--- src/inc/rx_buffer_pkg.sv ---
// Constants shared by the receive buffer and status logic.
// Notes on behaviour
// - Ninth bit and error flags stored per entry.
// - Complete flag is one while unread frames exist.
// - Receiver disable flushes buffer, clears complete flag.
// - Interrupt follows complete flag when both enables set.
// - Visible error flags follow buffer read position.
// - Software writes never change error flags.
// - Error flags never raise interrupts.
// - Frame error equals inverted first stop bit.
// - Only first stop bit checked, count ignored.
// - Overrun: buffer full, char waiting, new start.
// - Overrun cleared on successful transfer into buffer.
// - Parity checked when enabled; odd/even selectable.
// - Parity error stored only if checking enabled.
// - Parity error reads zero while checking disabled.
// - Disable is immediate, aborts frame, releases pin.
// - Frame moved at first stop bit, second ignored.
// - Unused upper data bits read as zero.
// - Enable activates receiver and takes receive pin.
package rx_buffer_pkg;

	// Buffer geometry.
	localparam int unsigned FIFO_DEPTH = 2;
	localparam int unsigned PTR_W = 1;
	localparam int unsigned COUNT_W = 2;
	localparam logic [1:0] COUNT_FULL = 2'h2;
	localparam logic [1:0] COUNT_EMPTY = 2'h0;

	// Layout of one buffer entry.
	localparam int unsigned DATA_W = 9;
	localparam int unsigned HOLD_W = 11;
	localparam int unsigned ENTRY_W = 12;
	localparam int unsigned NINTH_POS = 8;
	localparam int unsigned FRAME_ERR_POS = 9;
	localparam int unsigned PARITY_ERR_POS = 10;
	localparam int unsigned OVERRUN_POS = 11;

	// Character size codes.
	localparam logic [2:0] CHAR_SIZE_5 = 3'h0;
	localparam logic [2:0] CHAR_SIZE_6 = 3'h1;
	localparam logic [2:0] CHAR_SIZE_7 = 3'h2;
	localparam logic [2:0] CHAR_SIZE_8 = 3'h3;
	localparam logic [2:0] CHAR_SIZE_9 = 3'h7;

	// Reset values.
	localparam logic [ENTRY_W-1:0] ENTRY_RESET = 12'h000;
	localparam logic [HOLD_W-1:0] HOLD_RESET = 11'h000;
	localparam logic [PTR_W-1:0] PTR_RESET = 1'h0;

	// State of the shift register's finished character.
	typedef enum logic [1:0] {
		HOLD_EMPTY = 2'h1,
		HOLD_FULL = 2'h2
	} hold_state_t;

endpackage

--- src/verilog/rx_fifo_mem.sv ---
// Two-entry receive buffer storage with a registered read port.
`timescale 1ns/10ps
module rx_fifo_mem
(
	// Clock and reset.
	input wire logic clock_i,
	input wire logic rst_i,
	// Write port.
	input wire logic wr_en_i,
	input wire logic [rx_buffer_pkg::PTR_W-1:0] wr_addr_i,
	input wire logic [rx_buffer_pkg::ENTRY_W-1:0] wr_data_i,
	// Read port.
	input wire logic [rx_buffer_pkg::PTR_W-1:0] rd_addr_i,
	input wire logic rd_valid_i,
	output logic [rx_buffer_pkg::ENTRY_W-1:0] rd_data_o
);

	logic [rx_buffer_pkg::ENTRY_W-1:0] entry_q [rx_buffer_pkg::FIFO_DEPTH];
	logic [rx_buffer_pkg::ENTRY_W-1:0] entry_d [rx_buffer_pkg::FIFO_DEPTH];
	logic [rx_buffer_pkg::ENTRY_W-1:0] rd_q;
	logic [rx_buffer_pkg::ENTRY_W-1:0] rd_d;

	genvar i;
	generate
		for (i = 0; i < rx_buffer_pkg::FIFO_DEPTH; i++)
		begin : g_entry
			always_comb
			begin
				entry_d[i] = entry_q[i];
				if (wr_en_i && (int'(wr_addr_i) == i))
				begin
					entry_d[i] = wr_data_i;
				end
			end

			always_ff @(posedge clock_i or posedge rst_i)
			begin
				if (rst_i)
				begin
					entry_q[i] <= rx_buffer_pkg::ENTRY_RESET;
				end
				else
				begin
					entry_q[i] <= entry_d[i];
				end
			end
		end
	endgenerate

	// The read register looks at the next contents, so while rd_valid_i is set the output
	// shows the entry at the read position without a cycle of lag, and zero otherwise.
	always_comb
	begin
		rd_d = rx_buffer_pkg::ENTRY_RESET;
		if (rd_valid_i)
		begin
			rd_d = entry_d[rd_addr_i];
		end
	end

	always_ff @(posedge clock_i or posedge rst_i)
	begin
		if (rst_i)
		begin
			rd_q <= rx_buffer_pkg::ENTRY_RESET;
		end
		else
		begin
			rd_q <= rd_d;
		end
	end

	assign rd_data_o = rd_q;

endmodule

--- src/verilog/rx_parity_check.sv ---
// Data masking by character size and parity check of a received frame.
`timescale 1ns/10ps
module rx_parity_check
(
	// Frame from the shift register.
	input wire logic [rx_buffer_pkg::DATA_W-1:0] data_i,
	input wire logic parity_bit_i,
	// Configuration.
	input wire logic [2:0] char_size_field_i,
	input wire logic parity_odd_select_i,
	// Results.
	output logic [rx_buffer_pkg::DATA_W-1:0] masked_o,
	output logic mismatch_o
);

	logic [rx_buffer_pkg::DATA_W-1:0] mask;

	always_comb
	begin
		case (char_size_field_i)
			rx_buffer_pkg::CHAR_SIZE_5: mask = 9'h01F;
			rx_buffer_pkg::CHAR_SIZE_6: mask = 9'h03F;
			rx_buffer_pkg::CHAR_SIZE_7: mask = 9'h07F;
			rx_buffer_pkg::CHAR_SIZE_9: mask = 9'h1FF;
			default: mask = 9'h0FF;
		endcase
	end

	assign masked_o = data_i & mask;
	// Even parity expects the bit to make the ones count even; odd flips it.
	assign mismatch_o = (^masked_o) ^ parity_odd_select_i ^ parity_bit_i;

endmodule

--- src/verilog/uart_receive_buffer_status.sv ---
// Receive buffer, error flags, complete flag and interrupt of the serial receiver.
`timescale 1ns/10ps
module uart_receive_buffer_status
(
	// Clock and reset.
	input wire logic clock_i,
	input wire logic rst_i,
	// Configuration bits.
	input wire logic receiver_enable_bit_i,
	input wire logic parity_enable_bit_i,
	input wire logic parity_odd_select_i,
	input wire logic [2:0] char_size_field_i,
	input wire logic rx_complete_irq_enable_i,
	input wire logic global_irq_enable_i,
	// Receive shift register side.
	input wire logic start_detect_i,
	input wire logic frame_done_i,
	input wire logic [rx_buffer_pkg::DATA_W-1:0] frame_data_i,
	input wire logic frame_parity_i,
	input wire logic first_stop_i,
	output logic rx_abort_o,
	output logic rx_pin_select_o,
	// Software read of the data location.
	input wire logic data_read_i,
	output logic [7:0] rx_data_o,
	output logic rx_ninth_bit_o,
	// Status and interrupt.
	output logic frame_error_flag_o,
	output logic data_overrun_flag_o,
	output logic parity_error_flag_o,
	output logic rx_complete_flag_o,
	output logic rx_complete_irq_o
);

	// Buffer pointers and fill level.
	logic [rx_buffer_pkg::PTR_W-1:0] rd_ptr_q;
	logic [rx_buffer_pkg::PTR_W-1:0] rd_ptr_d;
	logic [rx_buffer_pkg::PTR_W-1:0] wr_ptr_q;
	logic [rx_buffer_pkg::PTR_W-1:0] wr_ptr_d;
	logic [rx_buffer_pkg::COUNT_W-1:0] count_q;
	logic [rx_buffer_pkg::COUNT_W-1:0] count_d;

	// Finished character waiting in the shift register.
	rx_buffer_pkg::hold_state_t hold_state_q;
	rx_buffer_pkg::hold_state_t hold_state_d;
	logic [rx_buffer_pkg::HOLD_W-1:0] hold_q;
	logic [rx_buffer_pkg::HOLD_W-1:0] hold_d;
	logic overrun_q;
	logic overrun_d;

	// Combinational helpers.
	logic [rx_buffer_pkg::DATA_W-1:0] masked_data;
	logic parity_mismatch;
	logic [rx_buffer_pkg::HOLD_W-1:0] new_frame;
	logic [rx_buffer_pkg::HOLD_W-1:0] push_frame;
	logic [rx_buffer_pkg::ENTRY_W-1:0] push_entry;
	logic [rx_buffer_pkg::ENTRY_W-1:0] head_entry;
	logic do_read;
	logic slot_free;
	logic push;
	logic overrun_event;
	logic head_valid;

	rx_parity_check u_parity
	(
		.data_i(frame_data_i),
		.parity_bit_i(frame_parity_i),
		.char_size_field_i(char_size_field_i),
		.parity_odd_select_i(parity_odd_select_i),
		.masked_o(masked_data),
		.mismatch_o(parity_mismatch)
	);

	// Pack a finished character with its status as it leaves the shift
	// register: stop bit sense, parity result and the masked data.
	always_comb
	begin
		new_frame = rx_buffer_pkg::HOLD_RESET;
		new_frame[rx_buffer_pkg::DATA_W-1:0] = masked_data;
		if (char_size_field_i != rx_buffer_pkg::CHAR_SIZE_9)
		begin
			new_frame[rx_buffer_pkg::NINTH_POS] = 1'b0;
		end
		// Only the first stop bit is presented; the stop count is not used.
		new_frame[rx_buffer_pkg::FRAME_ERR_POS] = ~first_stop_i;
		// The check result is frozen with the frame, using the enable of
		// that moment, so later changes of the enable do not rewrite it.
		new_frame[rx_buffer_pkg::PARITY_ERR_POS] = parity_enable_bit_i & parity_mismatch;
	end

	// A read of an empty buffer is ignored.
	assign do_read = data_read_i & (count_q != rx_buffer_pkg::COUNT_EMPTY);
	assign slot_free = (count_q != rx_buffer_pkg::COUNT_FULL) | do_read;

	// Overrun: both slots taken, a finished character waits in the shift
	// register and a new start bit begins to overwrite it.
	assign overrun_event = start_detect_i & receiver_enable_bit_i
		& (count_q == rx_buffer_pkg::COUNT_FULL) & ~do_read
		& (hold_state_q == rx_buffer_pkg::HOLD_FULL);

	// Holding register: a finished character that found both slots taken
	// waits here, and unless an overrun or a disable drops it, it enters the buffer ahead of anything newer.
	always_comb
	begin
		hold_state_d = hold_state_q;
		hold_d = hold_q;
		push = 1'b0;
		push_frame = new_frame;
		if (!receiver_enable_bit_i)
		begin
			// Disable is immediate: a character still waiting is lost too.
			hold_state_d = rx_buffer_pkg::HOLD_EMPTY;
			hold_d = rx_buffer_pkg::HOLD_RESET;
		end
		else
		begin
			case (hold_state_q)
				rx_buffer_pkg::HOLD_FULL:
				begin
					if (slot_free)
					begin
						// The waiting character moves first to keep order.
						push = 1'b1;
						push_frame = hold_q;
						if (frame_done_i)
						begin
							hold_d = new_frame;
						end
						else
						begin
							hold_state_d = rx_buffer_pkg::HOLD_EMPTY;
						end
					end
					else if (overrun_event)
					begin
						// The waiting character is overwritten by the new one.
						hold_state_d = rx_buffer_pkg::HOLD_EMPTY;
					end
					else if (frame_done_i)
					begin
						hold_d = new_frame;
					end
				end
				rx_buffer_pkg::HOLD_EMPTY:
				begin
					if (frame_done_i)
					begin
						if (slot_free)
						begin
							push = 1'b1;
						end
						else
						begin
							hold_state_d = rx_buffer_pkg::HOLD_FULL;
							hold_d = new_frame;
						end
					end
				end
				default:
				begin
					// A corrupted state code drops the character rather than lock up.
					hold_state_d = rx_buffer_pkg::HOLD_EMPTY;
				end
			endcase
		end
	end

	// Registers of the holding stage.
	always_ff @(posedge clock_i or posedge rst_i)
	begin
		if (rst_i)
		begin
			hold_state_q <= rx_buffer_pkg::HOLD_EMPTY;
			hold_q <= rx_buffer_pkg::HOLD_RESET;
		end
		else
		begin
			hold_state_q <= hold_state_d;
			hold_q <= hold_d;
		end
	end

	// Buffer pointers and fill level.
	always_comb
	begin
		rd_ptr_d = rd_ptr_q;
		wr_ptr_d = wr_ptr_q;
		count_d = count_q;
		if (!receiver_enable_bit_i)
		begin
			// Unread frames are discarded by emptying the pointers.
			rd_ptr_d = rx_buffer_pkg::PTR_RESET;
			wr_ptr_d = rx_buffer_pkg::PTR_RESET;
			count_d = rx_buffer_pkg::COUNT_EMPTY;
		end
		else
		begin
			if (do_read)
			begin
				rd_ptr_d = rd_ptr_q + 1'b1;
			end
			if (push)
			begin
				wr_ptr_d = wr_ptr_q + 1'b1;
			end
			// A push and a read in one cycle leave the level unchanged.
			case ({push, do_read})
				2'h2: count_d = count_q + 2'h1;
				2'h1: count_d = count_q - 2'h1;
				default: count_d = count_q;
			endcase
		end
	end

	// Registers of the pointers and the fill level.
	always_ff @(posedge clock_i or posedge rst_i)
	begin
		if (rst_i)
		begin
			rd_ptr_q <= rx_buffer_pkg::PTR_RESET;
			wr_ptr_q <= rx_buffer_pkg::PTR_RESET;
			count_q <= rx_buffer_pkg::COUNT_EMPTY;
		end
		else
		begin
			rd_ptr_q <= rd_ptr_d;
			wr_ptr_q <= wr_ptr_d;
			count_q <= count_d;
		end
	end

	// Loss marker: set by an overrun and carried by the next frame that
	// enters the buffer; a new overrun in the same cycle as a transfer wins.
	always_comb
	begin
		overrun_d = overrun_q;
		if (!receiver_enable_bit_i)
		begin
			overrun_d = 1'b0;
		end
		else if (overrun_event)
		begin
			overrun_d = 1'b1;
		end
		else if (push)
		begin
			overrun_d = 1'b0;
		end
	end

	// Register of the loss marker.
	always_ff @(posedge clock_i or posedge rst_i)
	begin
		if (rst_i)
		begin
			overrun_q <= 1'b0;
		end
		else
		begin
			overrun_q <= overrun_d;
		end
	end

	// The entry written carries the loss marker of frames dropped before it.
	always_comb
	begin
		push_entry = {overrun_q, push_frame};
	end

	// The read register loads from the next state, so the head shows the
	// entry at the read position with no extra cycle of lag.
	assign head_valid = count_d != rx_buffer_pkg::COUNT_EMPTY;

	rx_fifo_mem u_mem
	(
		.clock_i(clock_i),
		.rst_i(rst_i),
		.wr_en_i(push),
		.wr_addr_i(wr_ptr_q),
		.wr_data_i(push_entry),
		.rd_addr_i(rd_ptr_d),
		.rd_valid_i(head_valid),
		.rd_data_o(head_entry)
	);

	// Data, ninth bit and error flags belong to the entry at the read position; there is
	// no write path into the flags, so software cannot alter them.
	assign rx_data_o = head_entry[7:0];
	assign rx_ninth_bit_o = head_entry[rx_buffer_pkg::NINTH_POS];
	assign frame_error_flag_o = head_entry[rx_buffer_pkg::FRAME_ERR_POS];
	assign data_overrun_flag_o = head_entry[rx_buffer_pkg::OVERRUN_POS];
	// Gated by the live enable so a stale result never shows once the
	// checker is switched off.
	assign parity_error_flag_o = head_entry[rx_buffer_pkg::PARITY_ERR_POS]
		& parity_enable_bit_i;
	assign rx_complete_flag_o = count_q != rx_buffer_pkg::COUNT_EMPTY;

	// A level request, not a pulse: it stays until the buffer drains.
	// The error flags take no part in it.
	assign rx_complete_irq_o = rx_complete_flag_o & rx_complete_irq_enable_i
		& global_irq_enable_i;

	// Shift register control and pin ownership.
	assign rx_abort_o = ~receiver_enable_bit_i;
	assign rx_pin_select_o = receiver_enable_bit_i;

endmodule

--- config.mk ---
export PLATFORM = sky130hd
export DESIGN_NAME = uart_receive_buffer_status
export DESIGN_NICKNAME = d
export VERILOG_FILES = /design/src/inc/rx_buffer_pkg.sv /design/src/verilog/rx_fifo_mem.sv /design/src/verilog/rx_parity_check.sv /design/src/verilog/uart_receive_buffer_status.sv
export SDC_FILE = /design/constraint.sdc
export NUM_CORES = 1
export LEC_CHECK = 0
export ABC_CLOCK_PERIOD_IN_PS = 6500
export BUFFER_PORTS_ARGS = -buffer_cell sky130_fd_sc_hd__clkbuf_2
export CAP_MARGIN = 5
export CORE_MARGIN = 5
export CORE_UTILIZATION = 62
export DETAILED_ROUTE_END_ITERATION = 7
export PLACE_DENSITY = 0.85
export SYNTH_ARGS = -nofsm -noshare
export SYNTH_HDL_FRONTEND = slang
export SYNTH_SLANG_ARGS = --single-unit
--- constraint.sdc ---
create_clock -name clock_i -period 6.5 [get_ports clock_i]
set_input_delay 0.975 -clock clock_i [delete_from_list [all_inputs] [get_ports clock_i]]
set_output_delay 0.975 -clock clock_i [all_outputs]
set_load 0.01 [all_outputs]
==> impl_metrics.tcl <==
set metrics [dict create \
    outcome "complete, no violations" \
    tns_ns 0 \
    power_frac_seq_pct 46.8 \
    rows 25 \
    ant_nets 0 \
    ys_top_cells_by_area "dfrtp_1 46%, a21oi_1 5.7%, mux2i_1 4.1%" \
    total_power_mw 1.048 \
    antenna_found_initial 0 \
    cts_hold_buf 0 \
    hp-class "register to register" \
    synth_cells 274 \
    fillers 371 \
    grt_pass1_wl_microns 9853 \
    finClkSkew_ns 0.008441 \
    hold_depth 2 \
    rr_startpoint "hold_state_q[0]" \
    avgViaCountPerCell 6.271 \
    synth.most_common_cell "dfrtp_1" \
    grt_max_degree 55 \
    drt-initial-drc-count 278 \
    hpwl_microns 4024 \
    fp.dieW_microns 78.47 \
    cts.clk_slew.worst_paths_ns 0.09 \
    relSlewSlack_pct 26.80 \
    synth_edf_count 0 \
    hold_end "u_mem.entry_q[21]" \
    grt_usage_pct 20.26 \
    yosys.area.top_type_share_pct 45.63 \
    cts_setup_buffers 0 \
    grt_pass1_vias 2030 \
    finalMaxSlewViolations 0 \
    core_sq_mm 0.004629 \
    worst_setup_path_start_kind "input pin" \
    dr.pass1.iters 4 \
    cts_buffer_depth 2 \
    hp-start "u_mem.entry_q[21]" \
    cts_sinks 54 \
    vias 2176 \
    timing.final.crit_share_pct 53.24 \
    maxCapViolations 0 \
    setup_viol 0 \
    num_antenna_cells 0 \
    ys.flop_type "dfrtp_1" \
    path_class "input pin to register" \
    reg2reg_slack_ns 3.25 \
    drive_gt1_share_pct 22.18 \
    cts_resized 0 \
    routed_wl_microns 5711 \
    fin_crit_ns 3.460 \
    worst_setup_path_end_kind "register" \
    swShare_pct 36.06 \
    vdd_drop_max_v 0.0001468 \
    root_buffer "clkbuf_8" \
    overflow 0 \
    io_pins 40 \
    ys_top_cells_by_count "53 x dfrtp_1, 33 x a21oi_1, 17 x nor2_1, 12 x mux2i_1" \
    power.switching_mw 0.3780 \
    start_util_pct 62.78 \
    synth_top_cell_by_area "dfrtp_1" \
    async_reset_ff_share_pct 100.0 \
    crit_fanout 44 \
    synth_area_per_cell_sq_um 10.61 \
    r2r_cells 10 \
    drc 0 \
    grt_setup_unrepaired "no" \
    syn_area_sq_mm 0.002907 \
    yosys_warnings 0 \
    comb_power_share_pct 36.4 \
    syn-num-nets 301 \
    internal_power_mw 0.6703 \
    reg2reg_to "u_mem.rd_data_o[10]" \
    wl_per_cell_microns 16.46 \
    syn2layout_area_growth_pct 5.897 \
    required_ns 6.71 \
    synth_cell_types 53 \
    power.density_mw_per_mm2 340.6 \
    hold_viol 0 \
    layout.nets 320 \
    cts_tree "yes" \
    leakage_nw 1.479 \
    h-tree-depth 2 \
    portBuffers 39 \
    cts_buffers 5 \
    die_area_sq_mm 0.006158 \
    die_h_microns 78.47 \
    cp.arrival_ns 3.67 \
    synth-seq-cells 54 \
    tightestPinTransition_ns 1.098 \
    yosysSeqAreaShare_pct 46.53 \
    worstSkewPairLatency_ns 0.31 \
    fmax_ghz 0.2890 \
    place.gp.congestion 0.8518 \
    clkPwrFrac_pct 16.8 \
]
power groups by stage:
stage | Combinational, mW | Sequential [mW] | Clock (mW)
after global routing | 0.422 | 0.502 | 0.195
final | 0.382 | 0.490 | 0.176
after global placement | 0.366 | 0.493 | 0
after floorplan | 0.326 | 0.469 | 0
after detailed placement | 0.378 | 0.495 | 0
after CTS | 0.380 | 0.489 | 0.182
routing by layer:
| layer | vias up | routed length (microns) | share of wire, % | track usage, % |
|---|---|---|---|---|
| met4 | 0 | 71 | 1.2 | 6.294 |
| met5 | - | 0 | 0 | 0 |
| met3 | 7 | 301 | 5.3 | 3.899 |
| li1 | 1043 | - | - | - |
| met2 | 57 | 2727 | 48 | 31.93 |
| met1 | 1069 | 2611 | 46 | 28.43 |
cell families after synthesis:
| group | count (synthesis) | synth area share, % |
|---|---|---|
| xor gates and xnor gates | 9 | 4.132 |
| adders and majority gates | 3 | 1.292 |
| and+or+nand+nor | 48 | 8.782 |
| buffers and inverters | 41 | 7.964 |
| DFF | 54 | 46.53 |
| AOI/OAI and AO/OA | 99 | 23.16 |
| muxes | 20 | 8.136 |
cell type report:
class	count	area (sq um)	area share [%]
inverter	12	45.04	1.463
timing repair buffer	41	210.2	6.829
tap	54	67.56	2.195
clock inverter	1	7.507	0.2439
clock buffer	6	72.57	2.358
sequential	54	1353	43.94
multi-input combinational	179	1323	42.97
worst max path at each step:
stage	from	endpoint	slack (ns)
after floorplan	data_read_i	u_mem.rd_data_o[0]	3.59
after global placement	receiver_enable_bit_i	u_mem.rd_data_o[10]	2.92
after detailed placement	receiver_enable_bit_i	u_mem.rd_data_o[10]	2.70
after CTS	receiver_enable_bit_i	u_mem.rd_data_o[10]	3.05
after global routing	receiver_enable_bit_i	u_mem.rd_data_o[10]	2.79
final	receiver_enable_bit_i	u_mem.rd_data_o[10]	3.04
metrics by stage:
stage	util, %	area (sq um)	instances	setup slack [ns]	hold WS, ns
floorplan	-	2907	274	3.594	0.4394
detailed placement	64.76	2998	340	2.703	0.4662
global placement	64.76	2998	340	2.925	0.4594
CTS	66.49	3078	347	3.053	0.4888
global route	66.49	3078	347	2.792	0.5355
finish	66.49	3078	347	3.040	0.4900
sequential cells by signal, indices dropped and copies added (netlist names):
register / count
overrun_q: 1
hold_state_q: 2
count_q: 2
wr_ptr_q: 1
u_mem.rd_data_o: 12
rd_ptr_q: 1
u_mem.entry_q: 24
hold_q: 11
worst max-delay path: stages:
cell and delay [ns]:
clkbuf_2 0.17, inv_1 0.26, nor4_4 0.35, buf_4 0.42
inv_2 0.09, ha_1 0.33, nor3_1 0.26, o21a_1 0.44
o22ai_1 0.12, o32ai_1 0.25
cell usage in the layout (no fill, tap or decap), types with 3 or more instances in the layout:
master,instances
a211oi_1,9
a21oi_1,33
a221oi_1,4
a311oi_1,11
a31oi_1,10
clkbuf_2,39
clkbuf_8,5
dfrtp_1,53
ha_1,3
inv_1,10
mux2i_1,12
mux2i_2,6
nand2_1,10
nor2_1,17
o21a_1,6
o21ai_0,6
o22a_1,9
xnor2_1,5
xnor3_1,3
Note: power is estimated with default switching activity, not from simulation.
